--- config.mk ---
export PLATFORM = sky130hd
export DESIGN_NAME = abfs_top
export DESIGN_NICKNAME = d
export VERILOG_FILES = /design/src/abfs_top.v
export VERILOG_INCLUDE_DIRS = /design/src
export SDC_FILE = /design/constraint.sdc
export NUM_CORES = 1
export LEC_CHECK = 0
export BUFFER_PORTS_ARGS = -buffer_cell sky130_fd_sc_hd__buf_4
export CORE_UTILIZATION = 45
export CTS_BUF_LIST = sky130_fd_sc_hd__clkbuf_4
export DETAILED_ROUTE_END_ITERATION = 6
export GPL_TIMING_DRIVEN = 0
export RECOVER_POWER = 50
export SYNTH_ARGS = -nofsm -noshare
export SYNTH_HDL_FRONTEND = slang
export SYNTH_SLANG_ARGS = --single-unit
--- constraint.sdc ---
create_clock -name clk -period 30 [get_ports clk]
set_input_delay 9 -clock clk [delete_from_list [all_inputs] [get_ports clk]]
set_output_delay 9 -clock clk [all_outputs]
set_load 0.02 [all_outputs]
--- src/abfs_regs.vh ---
// register offsets, field positions, reset values and timing counts of the supervisor
`ifndef ABFS_REGS_VH
`define ABFS_REGS_VH

// ************************************************************
// register offsets
// ************************************************************
`define ABFS_OFF_SPK_BOOST 8'h04
`define ABFS_OFF_EDGE_BOOST 8'h05
`define ABFS_OFF_PROT_CFG1 8'h06
`define ABFS_OFF_PWR_CTRL2 8'h07
`define ABFS_OFF_STICKY 8'h08
`define ABFS_OFF_INT_EN 8'h09
`define ABFS_OFF_LIM_CMAX 8'h0a
`define ABFS_OFF_LIM_INFL 8'h0b
`define ABFS_OFF_LIM_SLOPE 8'h0c
`define ABFS_OFF_LIM_RATE 8'h0d
`define ABFS_OFF_LIM_HYST 8'h0e

// ************************************************************
// reset values
// ************************************************************
`define ABFS_RST_SPK_BOOST 8'h10
`define ABFS_RST_EDGE_BOOST 8'h83
`define ABFS_RST_PROT_CFG1 8'h03
`define ABFS_RST_PWR_CTRL2 8'h04
`define ABFS_RST_INT_EN 8'h00
`define ABFS_RST_LIM_CMAX 8'hc0
`define ABFS_RST_LIM_INFL 8'h80
`define ABFS_RST_LIM_SLOPE 8'h02
`define ABFS_RST_LIM_RATE 8'h21
`define ABFS_RST_LIM_HYST 8'h08

// ************************************************************
// field positions
// ************************************************************
`define ABFS_BIT_BOOST_MODE 4
`define ABFS_BIT_CLKA_EN 0
`define ABFS_BIT_CLKB_EN 1
`define ABFS_BIT_OT_RETRY_DIS 2
`define ABFS_BIT_PWR_FAULT 0
`define ABFS_DEVPWR_HI 2
`define ABFS_DEVPWR_LO 1
`define ABFS_DEVPWR_ACTIVE 2'h0
`define ABFS_DEVPWR_MUTE 2'h1
`define ABFS_STK_OC 7
`define ABFS_STK_UV 6
`define ABFS_STK_CLKA 5
`define ABFS_STK_OT 4
`define ABFS_STK_BRNO 3
`define ABFS_STK_CLKB 2

// ************************************************************
// timing
// ************************************************************
`define ABFS_CLK_MHZ 125
`define ABFS_OT_RETRY_MS 100
`define ABFS_OT_RETRY_CYC (`ABFS_OT_RETRY_MS * `ABFS_CLK_MHZ * 1000)

`endif

--- src/abfs_top.v ---
// boost control, battery-guard limiter and fault supervisor of the amplifier
`timescale 1ns/1ps
`include "abfs_regs.vh"

module abfs_top #(
  parameter RETRY_CYCLES = `ABFS_OT_RETRY_CYC,
  parameter MUTE_CYCLES = 256,
  parameter LIM_TICK = 64,
  parameter [7:0] LOOK_MARGIN = 8'h10,
  parameter [7:0] BOOST_HEADROOM = 8'h08
) (
  input wire clk, // 125 MHz clock
  input wire rst_n, // synchronous reset
  input wire [7:0] reg_addr, // register address
  input wire reg_wr, // write strobe
  input wire reg_rd, // read strobe
  input wire [7:0] reg_wdata, // write data
  output reg [7:0] reg_rdata_q, // read data
  input wire [7:0] demand_level, // predicted speaker output level
  input wire [7:0] vbat_level, // battery level code
  input wire cmp_overcurrent, // output over-current comparator
  input wire cmp_vdd_uv, // analog supply under 1.5 V
  input wire cmp_vbat_uv, // battery under 2.4 V
  input wire cmp_overtemp, // die over-temperature
  input wire cmp_brownout, // battery under brownout level
  input wire cmp_clk_a_err, // serial audio port clock error
  input wire cmp_clk_b_err, // modulator or PLL clock error
  input wire cmp_vbat_low, // battery under 2.9 V
  output reg boost_en_q, // boost converter enabled
  output reg boost_bypass_q, // battery routed straight to stage
  output reg boost_class_h_q, // level tracking active
  output reg [7:0] boost_level_q, // boost target level
  output reg [1:0] boost_current_ceiling_q, // current-limit code
  output reg [7:0] gain_reduction_q, // limiter attenuation
  output reg audio_channel_en_q, // audio channel enabled
  output reg class_d_power_q, // output stage powered
  output reg dsp_power_q, // DSP core powered
  output reg analog_power_q, // clock dividers and analog powered
  output reg soft_mute_q, // soft-mute ramp requested
  output reg irq_q // interrupt, active high
);

  // ************************************************************
  // input synchronizers
  // ************************************************************
  reg [7:0] sync1_q;
  reg [7:0] sync2_q;
  wire [7:0] raw_in;
  assign raw_in = {cmp_vbat_low, cmp_clk_b_err, cmp_clk_a_err, cmp_brownout,
                   cmp_overtemp, cmp_vbat_uv, cmp_vdd_uv, cmp_overcurrent};

  always @(posedge clk) begin
    if (!rst_n) begin
      sync1_q <= 8'h00;
      sync2_q <= 8'h00;
    end else begin
      sync1_q <= raw_in;
      sync2_q <= sync1_q;
    end
  end

  // ************************************************************
  // registers
  // ************************************************************
  reg [7:0] speaker_boost_control_q;
  reg [7:0] edge_cfg_q;
  reg [7:0] prot_cfg_q;
  reg [1:0] dev_pwr_q;
  reg pwr_fault_q;
  reg [7:0] sticky_q;
  reg [7:0] int_en_q;
  reg [7:0] lim_cmax_q;
  reg [7:0] lim_infl_q;
  reg [7:0] lim_slope_q;
  reg [7:0] lim_rate_q;
  reg [7:0] lim_hyst_q;
  reg [7:0] sticky_set;
  reg [7:0] rdata_d;
  localparam [7:0] PWR_RST = `ABFS_RST_PWR_CTRL2;

  wire wr_pwr;
  wire rd_sticky;
  wire pwr_up_wr;
  wire retry_dis;
  assign wr_pwr = reg_wr && (reg_addr == `ABFS_OFF_PWR_CTRL2);
  assign rd_sticky = reg_rd && (reg_addr == `ABFS_OFF_STICKY);
  assign pwr_up_wr = wr_pwr &&
    (reg_wdata[`ABFS_DEVPWR_HI:`ABFS_DEVPWR_LO] == `ABFS_DEVPWR_ACTIVE);
  assign retry_dis = prot_cfg_q[`ABFS_BIT_OT_RETRY_DIS];

  always @(posedge clk) begin
    if (!rst_n) begin
      speaker_boost_control_q <= `ABFS_RST_SPK_BOOST;
      edge_cfg_q <= `ABFS_RST_EDGE_BOOST;
      prot_cfg_q <= `ABFS_RST_PROT_CFG1;
      dev_pwr_q <= PWR_RST[`ABFS_DEVPWR_HI:`ABFS_DEVPWR_LO];
      int_en_q <= `ABFS_RST_INT_EN;
      lim_cmax_q <= `ABFS_RST_LIM_CMAX;
      lim_infl_q <= `ABFS_RST_LIM_INFL;
      lim_slope_q <= `ABFS_RST_LIM_SLOPE;
      lim_rate_q <= `ABFS_RST_LIM_RATE;
      lim_hyst_q <= `ABFS_RST_LIM_HYST;
    end else if (reg_wr) begin
      case (reg_addr)
        `ABFS_OFF_SPK_BOOST: speaker_boost_control_q <= reg_wdata;
        `ABFS_OFF_EDGE_BOOST: edge_cfg_q <= reg_wdata;
        `ABFS_OFF_PROT_CFG1: prot_cfg_q <= reg_wdata;
        `ABFS_OFF_PWR_CTRL2: dev_pwr_q <= reg_wdata[`ABFS_DEVPWR_HI:`ABFS_DEVPWR_LO];
        `ABFS_OFF_INT_EN: int_en_q <= reg_wdata;
        `ABFS_OFF_LIM_CMAX: lim_cmax_q <= reg_wdata;
        `ABFS_OFF_LIM_INFL: lim_infl_q <= reg_wdata;
        `ABFS_OFF_LIM_SLOPE: lim_slope_q <= reg_wdata;
        `ABFS_OFF_LIM_RATE: lim_rate_q <= reg_wdata;
        `ABFS_OFF_LIM_HYST: lim_hyst_q <= reg_wdata;
        default: speaker_boost_control_q <= speaker_boost_control_q;
      endcase
    end
  end

  always @* begin
    case (reg_addr)
      `ABFS_OFF_SPK_BOOST: rdata_d = speaker_boost_control_q;
      `ABFS_OFF_EDGE_BOOST: rdata_d = edge_cfg_q;
      `ABFS_OFF_PROT_CFG1: rdata_d = prot_cfg_q;
      `ABFS_OFF_PWR_CTRL2: rdata_d = {5'h00, dev_pwr_q, pwr_fault_q};
      `ABFS_OFF_STICKY: rdata_d = sticky_q;
      `ABFS_OFF_INT_EN: rdata_d = int_en_q;
      `ABFS_OFF_LIM_CMAX: rdata_d = lim_cmax_q;
      `ABFS_OFF_LIM_INFL: rdata_d = lim_infl_q;
      `ABFS_OFF_LIM_SLOPE: rdata_d = lim_slope_q;
      `ABFS_OFF_LIM_RATE: rdata_d = lim_rate_q;
      `ABFS_OFF_LIM_HYST: rdata_d = lim_hyst_q;
      default: rdata_d = 8'h00;
    endcase
  end

  always @(posedge clk) begin
    if (!rst_n) begin
      reg_rdata_q <= 8'h00;
    end else if (reg_rd) begin
      reg_rdata_q <= rdata_d;
    end
  end

  // ************************************************************
  // fault events
  // ************************************************************
  wire ev_oc;
  wire ev_uv;
  wire ev_ot;
  wire ev_br;
  wire ev_clka;
  wire ev_clkb;
  wire ev_mute;
  assign ev_oc = sync2_q[0] && class_d_power_q;
  assign ev_uv = sync2_q[1] || sync2_q[2];
  assign ev_ot = sync2_q[3] && class_d_power_q;
  assign ev_br = sync2_q[4];
  assign ev_clka = sync2_q[5] && prot_cfg_q[`ABFS_BIT_CLKA_EN];
  assign ev_clkb = sync2_q[6] && prot_cfg_q[`ABFS_BIT_CLKB_EN];
  assign ev_mute = ev_clka || ev_clkb || ev_br;

  always @* begin
    sticky_set = 8'h00;
    sticky_set[`ABFS_STK_OC] = ev_oc;
    sticky_set[`ABFS_STK_UV] = ev_uv;
    sticky_set[`ABFS_STK_CLKA] = ev_clka;
    sticky_set[`ABFS_STK_OT] = ev_ot;
    sticky_set[`ABFS_STK_BRNO] = ev_br;
    sticky_set[`ABFS_STK_CLKB] = ev_clkb;
  end

  // a read clears the flags, but an event in the same cycle survives it
  always @(posedge clk) begin
    if (!rst_n) begin
      sticky_q <= 8'h00;
      irq_q <= 1'b0;
    end else begin
      sticky_q <= (sticky_q & ~(rd_sticky ? 8'hff : 8'h00)) | sticky_set;
      irq_q <= |(sticky_q & int_en_q);
    end
  end

  // ************************************************************
  // shutdown and recovery
  // ************************************************************
  reg hw_sd_q;
  reg ot_sd_q;
  reg [31:0] retry_cnt_q;
  reg mute_act_q;
  reg mute_done_q;
  reg [15:0] mute_cnt_q;
  reg cause_dsp_q;
  reg cause_an_q;
  wire retry_fire;
  wire mute_release;
  assign retry_fire = ot_sd_q && !retry_dis && (retry_cnt_q == RETRY_CYCLES - 1);
  // release needs flags read and the fault bit cleared, in either order
  assign mute_release = mute_done_q && !ev_mute && !pwr_fault_q &&
    !sticky_q[`ABFS_STK_CLKA] && !sticky_q[`ABFS_STK_CLKB] &&
    !sticky_q[`ABFS_STK_BRNO];

  always @(posedge clk) begin
    if (!rst_n) begin
      hw_sd_q <= 1'b0;
      ot_sd_q <= 1'b0;
      retry_cnt_q <= 32'h0;
      pwr_fault_q <= 1'b0;
    end else begin
      if (ev_oc || ev_uv) begin
        hw_sd_q <= 1'b1;
      end else if (pwr_up_wr) begin
        hw_sd_q <= 1'b0;
      end
      if (ev_ot) begin
        ot_sd_q <= 1'b1;
      end else if (pwr_up_wr || retry_fire) begin
        ot_sd_q <= 1'b0;
      end
      if (ot_sd_q && !retry_dis && !retry_fire) begin
        retry_cnt_q <= retry_cnt_q + 32'h1;
      end else begin
        retry_cnt_q <= 32'h0;
      end
      if (ev_mute) begin
        pwr_fault_q <= 1'b1;
      end else if (wr_pwr && !reg_wdata[`ABFS_BIT_PWR_FAULT]) begin
        pwr_fault_q <= 1'b0;
      end
    end
  end

  // soft mute first, power down only after the ramp has had time
  always @(posedge clk) begin
    if (!rst_n) begin
      mute_act_q <= 1'b0;
      mute_done_q <= 1'b0;
      mute_cnt_q <= 16'h0;
      cause_dsp_q <= 1'b0;
      cause_an_q <= 1'b0;
    end else begin
      if (ev_mute) begin
        mute_act_q <= 1'b1;
        cause_dsp_q <= cause_dsp_q || ev_clka || ev_br;
        cause_an_q <= cause_an_q || ev_br;
      end else if (mute_release) begin
        mute_act_q <= 1'b0;
        cause_dsp_q <= 1'b0;
        cause_an_q <= 1'b0;
      end
      if (mute_release) begin
        mute_done_q <= 1'b0;
        mute_cnt_q <= 16'h0;
      end else if (mute_act_q && !mute_done_q) begin
        if (mute_cnt_q == MUTE_CYCLES - 1) begin
          mute_done_q <= 1'b1;
        end else begin
          mute_cnt_q <= mute_cnt_q + 16'h1;
        end
      end
    end
  end

  wire dev_active;
  assign dev_active = (dev_pwr_q == `ABFS_DEVPWR_ACTIVE) ||
    (dev_pwr_q == `ABFS_DEVPWR_MUTE);

  always @(posedge clk) begin
    if (!rst_n) begin
      audio_channel_en_q <= 1'b0;
      class_d_power_q <= 1'b0;
      dsp_power_q <= 1'b0;
      analog_power_q <= 1'b0;
      soft_mute_q <= 1'b0;
    end else begin
      audio_channel_en_q <= dev_active && !hw_sd_q && !ot_sd_q && !mute_act_q && !ev_mute &&
        !ev_oc && !ev_uv && !ev_ot;
      class_d_power_q <= dev_active && !hw_sd_q && !ot_sd_q && !mute_done_q &&
        !ev_oc && !ev_uv && !ev_ot;
      dsp_power_q <= dev_active && !(mute_done_q && cause_dsp_q);
      analog_power_q <= !(mute_done_q && cause_an_q);
      soft_mute_q <= mute_act_q || ev_mute || (dev_pwr_q == `ABFS_DEVPWR_MUTE);
    end
  end

  // ************************************************************
  // boost control
  // ************************************************************
  wire [8:0] need_sum;
  wire [8:0] track_sum;
  wire boost_need;
  wire class_h;
  assign need_sum = {1'b0, demand_level} + {1'b0, LOOK_MARGIN};
  assign track_sum = {1'b0, demand_level} + {1'b0, BOOST_HEADROOM};
  assign boost_need = need_sum >= {1'b0, vbat_level};
  assign class_h = !speaker_boost_control_q[`ABFS_BIT_BOOST_MODE];

  always @(posedge clk) begin
    if (!rst_n) begin
      boost_en_q <= 1'b0;
      boost_bypass_q <= 1'b1;
      boost_class_h_q <= 1'b0;
      boost_level_q <= 8'h00;
      boost_current_ceiling_q <= 2'h3;
    end else begin
      boost_en_q <= boost_need || sync2_q[7];
      boost_bypass_q <= !(boost_need || sync2_q[7]);
      boost_class_h_q <= class_h;
      if (!(boost_need || sync2_q[7])) begin
        boost_level_q <= vbat_level;
      end else if (class_h) begin
        boost_level_q <= track_sum[8] ? 8'hff : track_sum[7:0];
      end else begin
        boost_level_q <= 8'hff;
      end
      boost_current_ceiling_q <= edge_cfg_q[1:0];
    end
  end

  // ************************************************************
  // battery-guard limiter
  // ************************************************************
  reg [7:0] ceiling;
  reg [15:0] drop;
  reg [15:0] tick_q;
  wire [7:0] lim_out;
  wire [8:0] atk_sum;
  wire [8:0] out_hyst;
  wire [3:0] atk_step;
  wire [3:0] dec_step;
  assign atk_step = lim_rate_q[7:4];
  assign dec_step = lim_rate_q[3:0];
  assign lim_out = (demand_level > gain_reduction_q) ? demand_level - gain_reduction_q : 8'h00;
  assign atk_sum = {1'b0, gain_reduction_q} + {5'h00, atk_step};
  assign out_hyst = {1'b0, lim_out} + {1'b0, lim_hyst_q};

  always @* begin
    drop = 16'h0;
    ceiling = lim_cmax_q;
    if (vbat_level < lim_infl_q) begin
      drop = lim_slope_q * (lim_infl_q - vbat_level);
      ceiling = (drop >= {8'h00, lim_cmax_q}) ? 8'h00 : lim_cmax_q - drop[7:0];
    end
  end

  always @(posedge clk) begin
    if (!rst_n) begin
      tick_q <= 16'h0;
      gain_reduction_q <= 8'h00;
    end else begin
      if (tick_q == LIM_TICK - 1) begin
        tick_q <= 16'h0;
        if (lim_out > ceiling) begin
          gain_reduction_q <= atk_sum[8] ? 8'hff : atk_sum[7:0];
        end else if (out_hyst < {1'b0, ceiling}) begin
          gain_reduction_q <= (gain_reduction_q > {4'h0, dec_step}) ?
            gain_reduction_q - {4'h0, dec_step} : 8'h00;
        end
      end else begin
        tick_q <= tick_q + 16'h1;
      end
    end
  end

endmodule // abfs_top

# Yosys cells after proc, flatten, opt, wreduce, memory -nomap -nowiden

Cells that the tools add are included.

Output and inout bits: 35
Logic and storage cells: 184
Flip-flop bits (word level): 204

Bitwise operators: 6
Add/sub/neg operators: 11
Multiply operators: 1
Reduce and logical (&&, ||, !) cells: 86
Mux-type cells: 22
Eq/ne operators: 15
$lt $le $gt $ge: 7

Operator list:

| operator                                               | number |
|---|---|
| 2-to-1 mux 8 bit                                       | 11 |
| case mux 8 bit (11 select lines)                       | 1 |
| equality test 8 x 4 -> 1 bit (second input constant)   | 7 |
| adder 16 x 1 -> 16 bit (second input constant)         | 2 |
| adder 32 x 1 -> 32 bit (second input constant)         | 1 |
| equality test 32 x 24 -> 1 bit (second input constant) | 1 |
| equality test 8 x 3 -> 1 bit (second input constant)   | 4 |
| logical AND 1 bit                                      | 31 |
| AND reduction 2 bit                                    | 14 |
| logical NOT 1 bit                                      | 19 |
| AND 8 bit                                              | 2 |
| equality test 16 x 6 -> 1 bit (second input constant)  | 1 |
| equality test 16 x 8 -> 1 bit (second input constant)  | 1 |
| greater-or-equal comparator 16 x 8 -> 1 bit            | 1 |
| > comparator 8 bit                                     | 2 |
| multiplier 9 x 9 -> 16 bit                             | 1 |
| subtractor 8 bit                                       | 2 |
| logical OR 1 bit                                       | 12 |
| 2-to-1 mux 1 bit                                       | 10 |
| nonzero test 2 bit                                     | 5 |
| adder 8 x 4 -> 9 bit                                   | 1 |
| adder 8 x 4 -> 9 bit (second input constant)           | 1 |
| adder 8 x 5 -> 9 bit (second input constant)           | 1 |
| adder 8 x 8 -> 9 bit                                   | 1 |
| other kinds (13)                                       | 16 |

# Longest topological paths before layout

Word-level depth: 11
Mapped depth: 41
Depth with buffers taken out: 38

# Worst setup path after synthesis

No wires, ideal clock.

Path type: in2reg
From: input port vbat_level[0]
To: register gain_reduction_q[7]
Required time: 29.913 ns
Stages on the path: 39
Arrival time: 17.256 ns
Buffers on the path: 3
Slack: 12.657 ns
Path through: ha_1 > inv_1 > fa_1 > a21o_1 > a21oi_2 > o21ai_1 > nand2_1 > nand2_1 > or2_2 > fa_1 > fa_1 > inv_1 > fa_1 > fa_1 > inv_1 > fa_1 > inv_1 > ha_1 > [3 not listed] > xor2_1 > o21ai_1 > or4_1 > clkbuf_1 > nor3_1 > a21oi_1 > ha_1 > nor2b_1 > o21a_1 > o21a_1 > o21ai_0 > a31o_2 > clkbuf_1 > clkbuf_1 > nor3_1 > a221oi_1 > nand4b_1 > o31ai_1

Cells in the longest elaborated chain, start to end: 8

RTL lines:

| element                                                                         | line                           | source |
|---|---|---|
| start, declared                                                                 | abfs_top.v:20                  | `input wire [7:0] vbat_level,` |
| subtractor 8 x 8 -> 9 bit                                                       | abfs_top.v:341                 | `drop = lim_slope_q * (lim_infl_q - vbat_level);` |
| multiplier 9 x 9 -> 16 bit                                                      | abfs_top.v:341                 |  |
| greater-or-equal comparator 16 x 8 -> 1 bit or subtractor 8 bit (tied branches) | abfs_top.v:342                 | `ceiling = (drop >= {8'h00, lim_cmax_q}) ? 8'h00 : lim_cmax_q - drop[7:0];` |
| 2-to-1 mux 8 bit                                                                | abfs_top.v:342                 |  |
| 2-to-1 mux 8 bit *                                                              | abfs_top.v:340                 | `if (vbat_level < lim_infl_q) begin` |
| < comparator 9 x 8 -> 1 bit or > comparator 8 bit (tied branches)               | abfs_top.v:355, abfs_top.v:353 |  |
| nonzero test 2 bit (no line)                                                    | --                             |  |
| AND reduction 2 bit (no line)                                                   | --                             |  |
| end signal, assigned                                                            | abfs_top.v:354                 | `gain_reduction_q <= atk_sum[8] ? 8'hff : atk_sum[7:0];` |
| end signal, assigned                                                            | abfs_top.v:356                 | `gain_reduction_q <= (gain_reduction_q > {4'h0, dec_step}) ?` |
| end, declared                                                                   | abfs_top.v:34                  | `output reg [7:0] gain_reduction_q,` |

Every way passes the cells marked *; elsewhere a longest branch is shown, timed or not.
A chain may end at the register's enable or synchronous reset.

# Worst setup path in the final report

Same ends and word-level chain as after synthesis.

==> results_dict.tcl <==
set metrics [dict create \
    status "finished, final reports clean" \
    power_density_mw_per_mm2 40.4 \
    drive_above_1_share_pct 8.27 \
    final.fill_count 2789 \
    die_h_um 173 \
    clock_path_buffers 3 \
    grt_pass1_wl_mm 58.4 \
    ys_ff_latch 204 \
    synth_enable_flop_cells 0 \
    worst_setup_path_end_kind "register" \
    fin_crit_sh_pct 59.5 \
    nets 1940 \
    crit_family "adder cells" \
    syn_area_mm2 0.0132 \
    hpwl_mm 27.5 \
    initial_core_util_pct 45.8 \
    crit_required_ns 30.62 \
    vias_per_cell 5.43 \
    cap_violations 0 \
    cts_sinks 204 \
    yosysUniqueCellTypes 67 \
    io_buffer_count 72 \
    timing.rr.start "lim_infl_q[0]$_SDFFE_PN0P_" \
    vdd_drop_max_uv 31.2 \
    vias 11700 \
    cts_resized 0 \
    setup_tns_ns 0 \
    grt_antenna_before_repair 2 \
    cts_hold_buf 0 \
    netlist.area_leader.share_pct 31.0 \
    multi_input_comb_area_mm2 0.00835 \
    ys_warn_count 0 \
    cts_buffers 54 \
    die-area_mm2 0.0300 \
    synthTopCellsByArea "dfxtp_1 (31%), ha_1 (11%), fa_1 (7.4%), nand2_1 (5.0%), a21oi_1 (4.5%)" \
    worst_pin_slew_ns 1.01 \
    drv_slew 0 \
    grt_pass1_vias 11300 \
    skew_ns 0.0608 \
    grt.total_usage_pct 24.4 \
    cp-startpoint "vbat_level[0]" \
    insertion_delay_ns 0.73 \
    grt_max_degree 19 \
    cp_num_buf_inv 8 \
    min_period_ns 17.86 \
    path_class "input port to register" \
    drt-wirelength-per-cell_um 16.9 \
    ys_async_sr_fraction_pct 0 \
    area.growth.synth_to_final_pct 12.2 \
    min_path_type "register to register" \
    largest_register "retry_cnt_q" \
    min_from "sync1_q[1]$_SDFF_PN0_" \
    yosysTopAreaCell "dfxtp_1" \
    max_stage_delay_ns 0.55 \
    crit_path_frequent_cell "fa_1" \
    ff_latch_area_mm2 0.00408 \
    dr.pass1.iters 5 \
    p_leak_nw 6.20 \
    overflow 0 \
    rows 62 \
    cts_root_buf "clkbuf_4" \
    clock.fmax_mhz 56.0 \
    final_util_pct 51.4 \
    yosys-top-cells-count "dfxtp_1 (204), nand2_1 (174), nor2_1 (139)" \
    finalSetupViolCount 0 \
    syn_nets 1812 \
    clk_pin_slew_ns 0.06 \
    cts_tree "done" \
    ys.flop_type "dfxtp_1" \
    worst_path_max_delay_cell "fa_1" \
    drc 0 \
    ant_nets 0 \
    dieWidth_um 173 \
    slew_headroom_pct 32.2 \
    cp_max_fo 10 \
    startpoint_type "input port" \
    worstPathArrival_ns 18.47 \
    drt_wl_total_mm 36.4 \
    ios 79 \
    ys_seq_area_share_pct 31.0 \
    place.gp.congestion 0.953 \
    timing.final.hold_violations 0 \
    drtIter0Drc 880 \
    yosys.cell_count.top_type "dfxtp_1" \
    core_area_mm2 0.0288 \
    cts_setup_buffers 0 \
    largest_reg_flops 32 \
    htree_levels 2 \
    avgSynthCellArea_um2 8.24 \
    syn_inst 1599 \
    reg.largest.list "retry_cnt_q (32), mute_cnt_q (16), tick_q (16)" \
    rsz0062_at_grt "no" \
]
==> where the power goes <==
group	internal [W]	leakage (nW)	switching (W)
Combinational	0.0000288	4.13	0.0000485
Clock	0.000125	0.416	0.000118
Sequential	0.000275	1.65	0.00000234
Total	0.000429	6.20	0.000169
==> logic make-up after synthesis <==
kind of cell / synth area share [%]
compound gates: 15.3
xor+xnor: 6.12
fa+ha+maj: 18.8
buf+inv: 5.64
flops: 31.0
mux: 0.484
simple gates: 22.6
==> worst register-to-register path: cells and delay by family (launching register included) <==
kind	cells	cell delay, ns
AOI/OAI and AO/OA	14	2.55
buffers and inverters	8	1.28
xor gates and xnor gates	1	0.17
DFF	1	0.34
adders and majority gates	9	3.78
and+or+nand+nor	8	1.76
==> routing by layer <==
layer,vias up,track usage [%],share of wire (%)
li1,5799,-,-
met1,5354,32.6,45
met4,2,10.5,3.6
met2,439,39.2,45
met5,-,0,0.036
met3,96,3.52,6.5
==> cell usage in the layout (no fill, tap or decap), types with 4 or more instances in the layout <==
cell type  instances
a211oi_1          11
nand3_1          116
o211ai_1           4
inv_1            131
nand2_1          174
a21o_1            35
xnor2_1           49
and2_1            44
o21a_1             6
a211o_1            5
o31ai_1            7
and3_1            21
clkbuf_4          82
dfxtp_1          204
or2_2              5
a31oi_1           14
nor4_1            12
xor2_1            43
nand2b_1          20
and2_0             9
ha_1             120
clkinv_1           7
or4_1              5
or3_1              8
nor2b_1           16
a221oi_1          12
buf_4             42
nand4_1           17
fa_1              49
o21ai_0           24
clkbuf_1          90
a22o_1             5
a22oi_1           30
a21oi_1          119
clkinv_2           4
nor3_1            26
nor2_1           139
==> final timing paths <==
check	endpoint	slack, ns	depth (start not counted)
min reg2reg	sync2_q[1]$_SDFF_PN0_	0.43	1
min	sync2_q[1]$_SDFF_PN0_	0.43	1
max	gain_reduction_q[7]$_SDFFE_PN0P_	12.14	40
max reg2reg	gain_reduction_q[7]$_SDFFE_PN0P_	20.11	40
==> metrics by stage <==
stage	total power [W]	worst slack, ns	instances	hold WS (ns)	area (µm²)
floorplan	0.000335	12.66	1599	0.409	13200
global placement	0.000360	11.49	2055	0.413	14200
detailed placement	0.000361	11.47	2055	0.419	14200
CTS	0.000607	12.22	2150	0.434	14900
global route	0.000630	11.41	2151	0.447	14800
finish	0.000598	12.14	2151	0.430	14800
==> cell type report <==
cell class | count | share of cell area, %
antenna | 1 | 0.0169
buffer | 65 | 1.70
clock buffer | 81 | 4.11
clock inverter | 14 | 0.542
inverter | 131 | 3.33
multi-input combinational | 1199 | 56.5
sequential | 204 | 27.6
tap | 384 | 3.25
timing repair buffer | 72 | 2.92
Power figures use the tool's default switching activity.
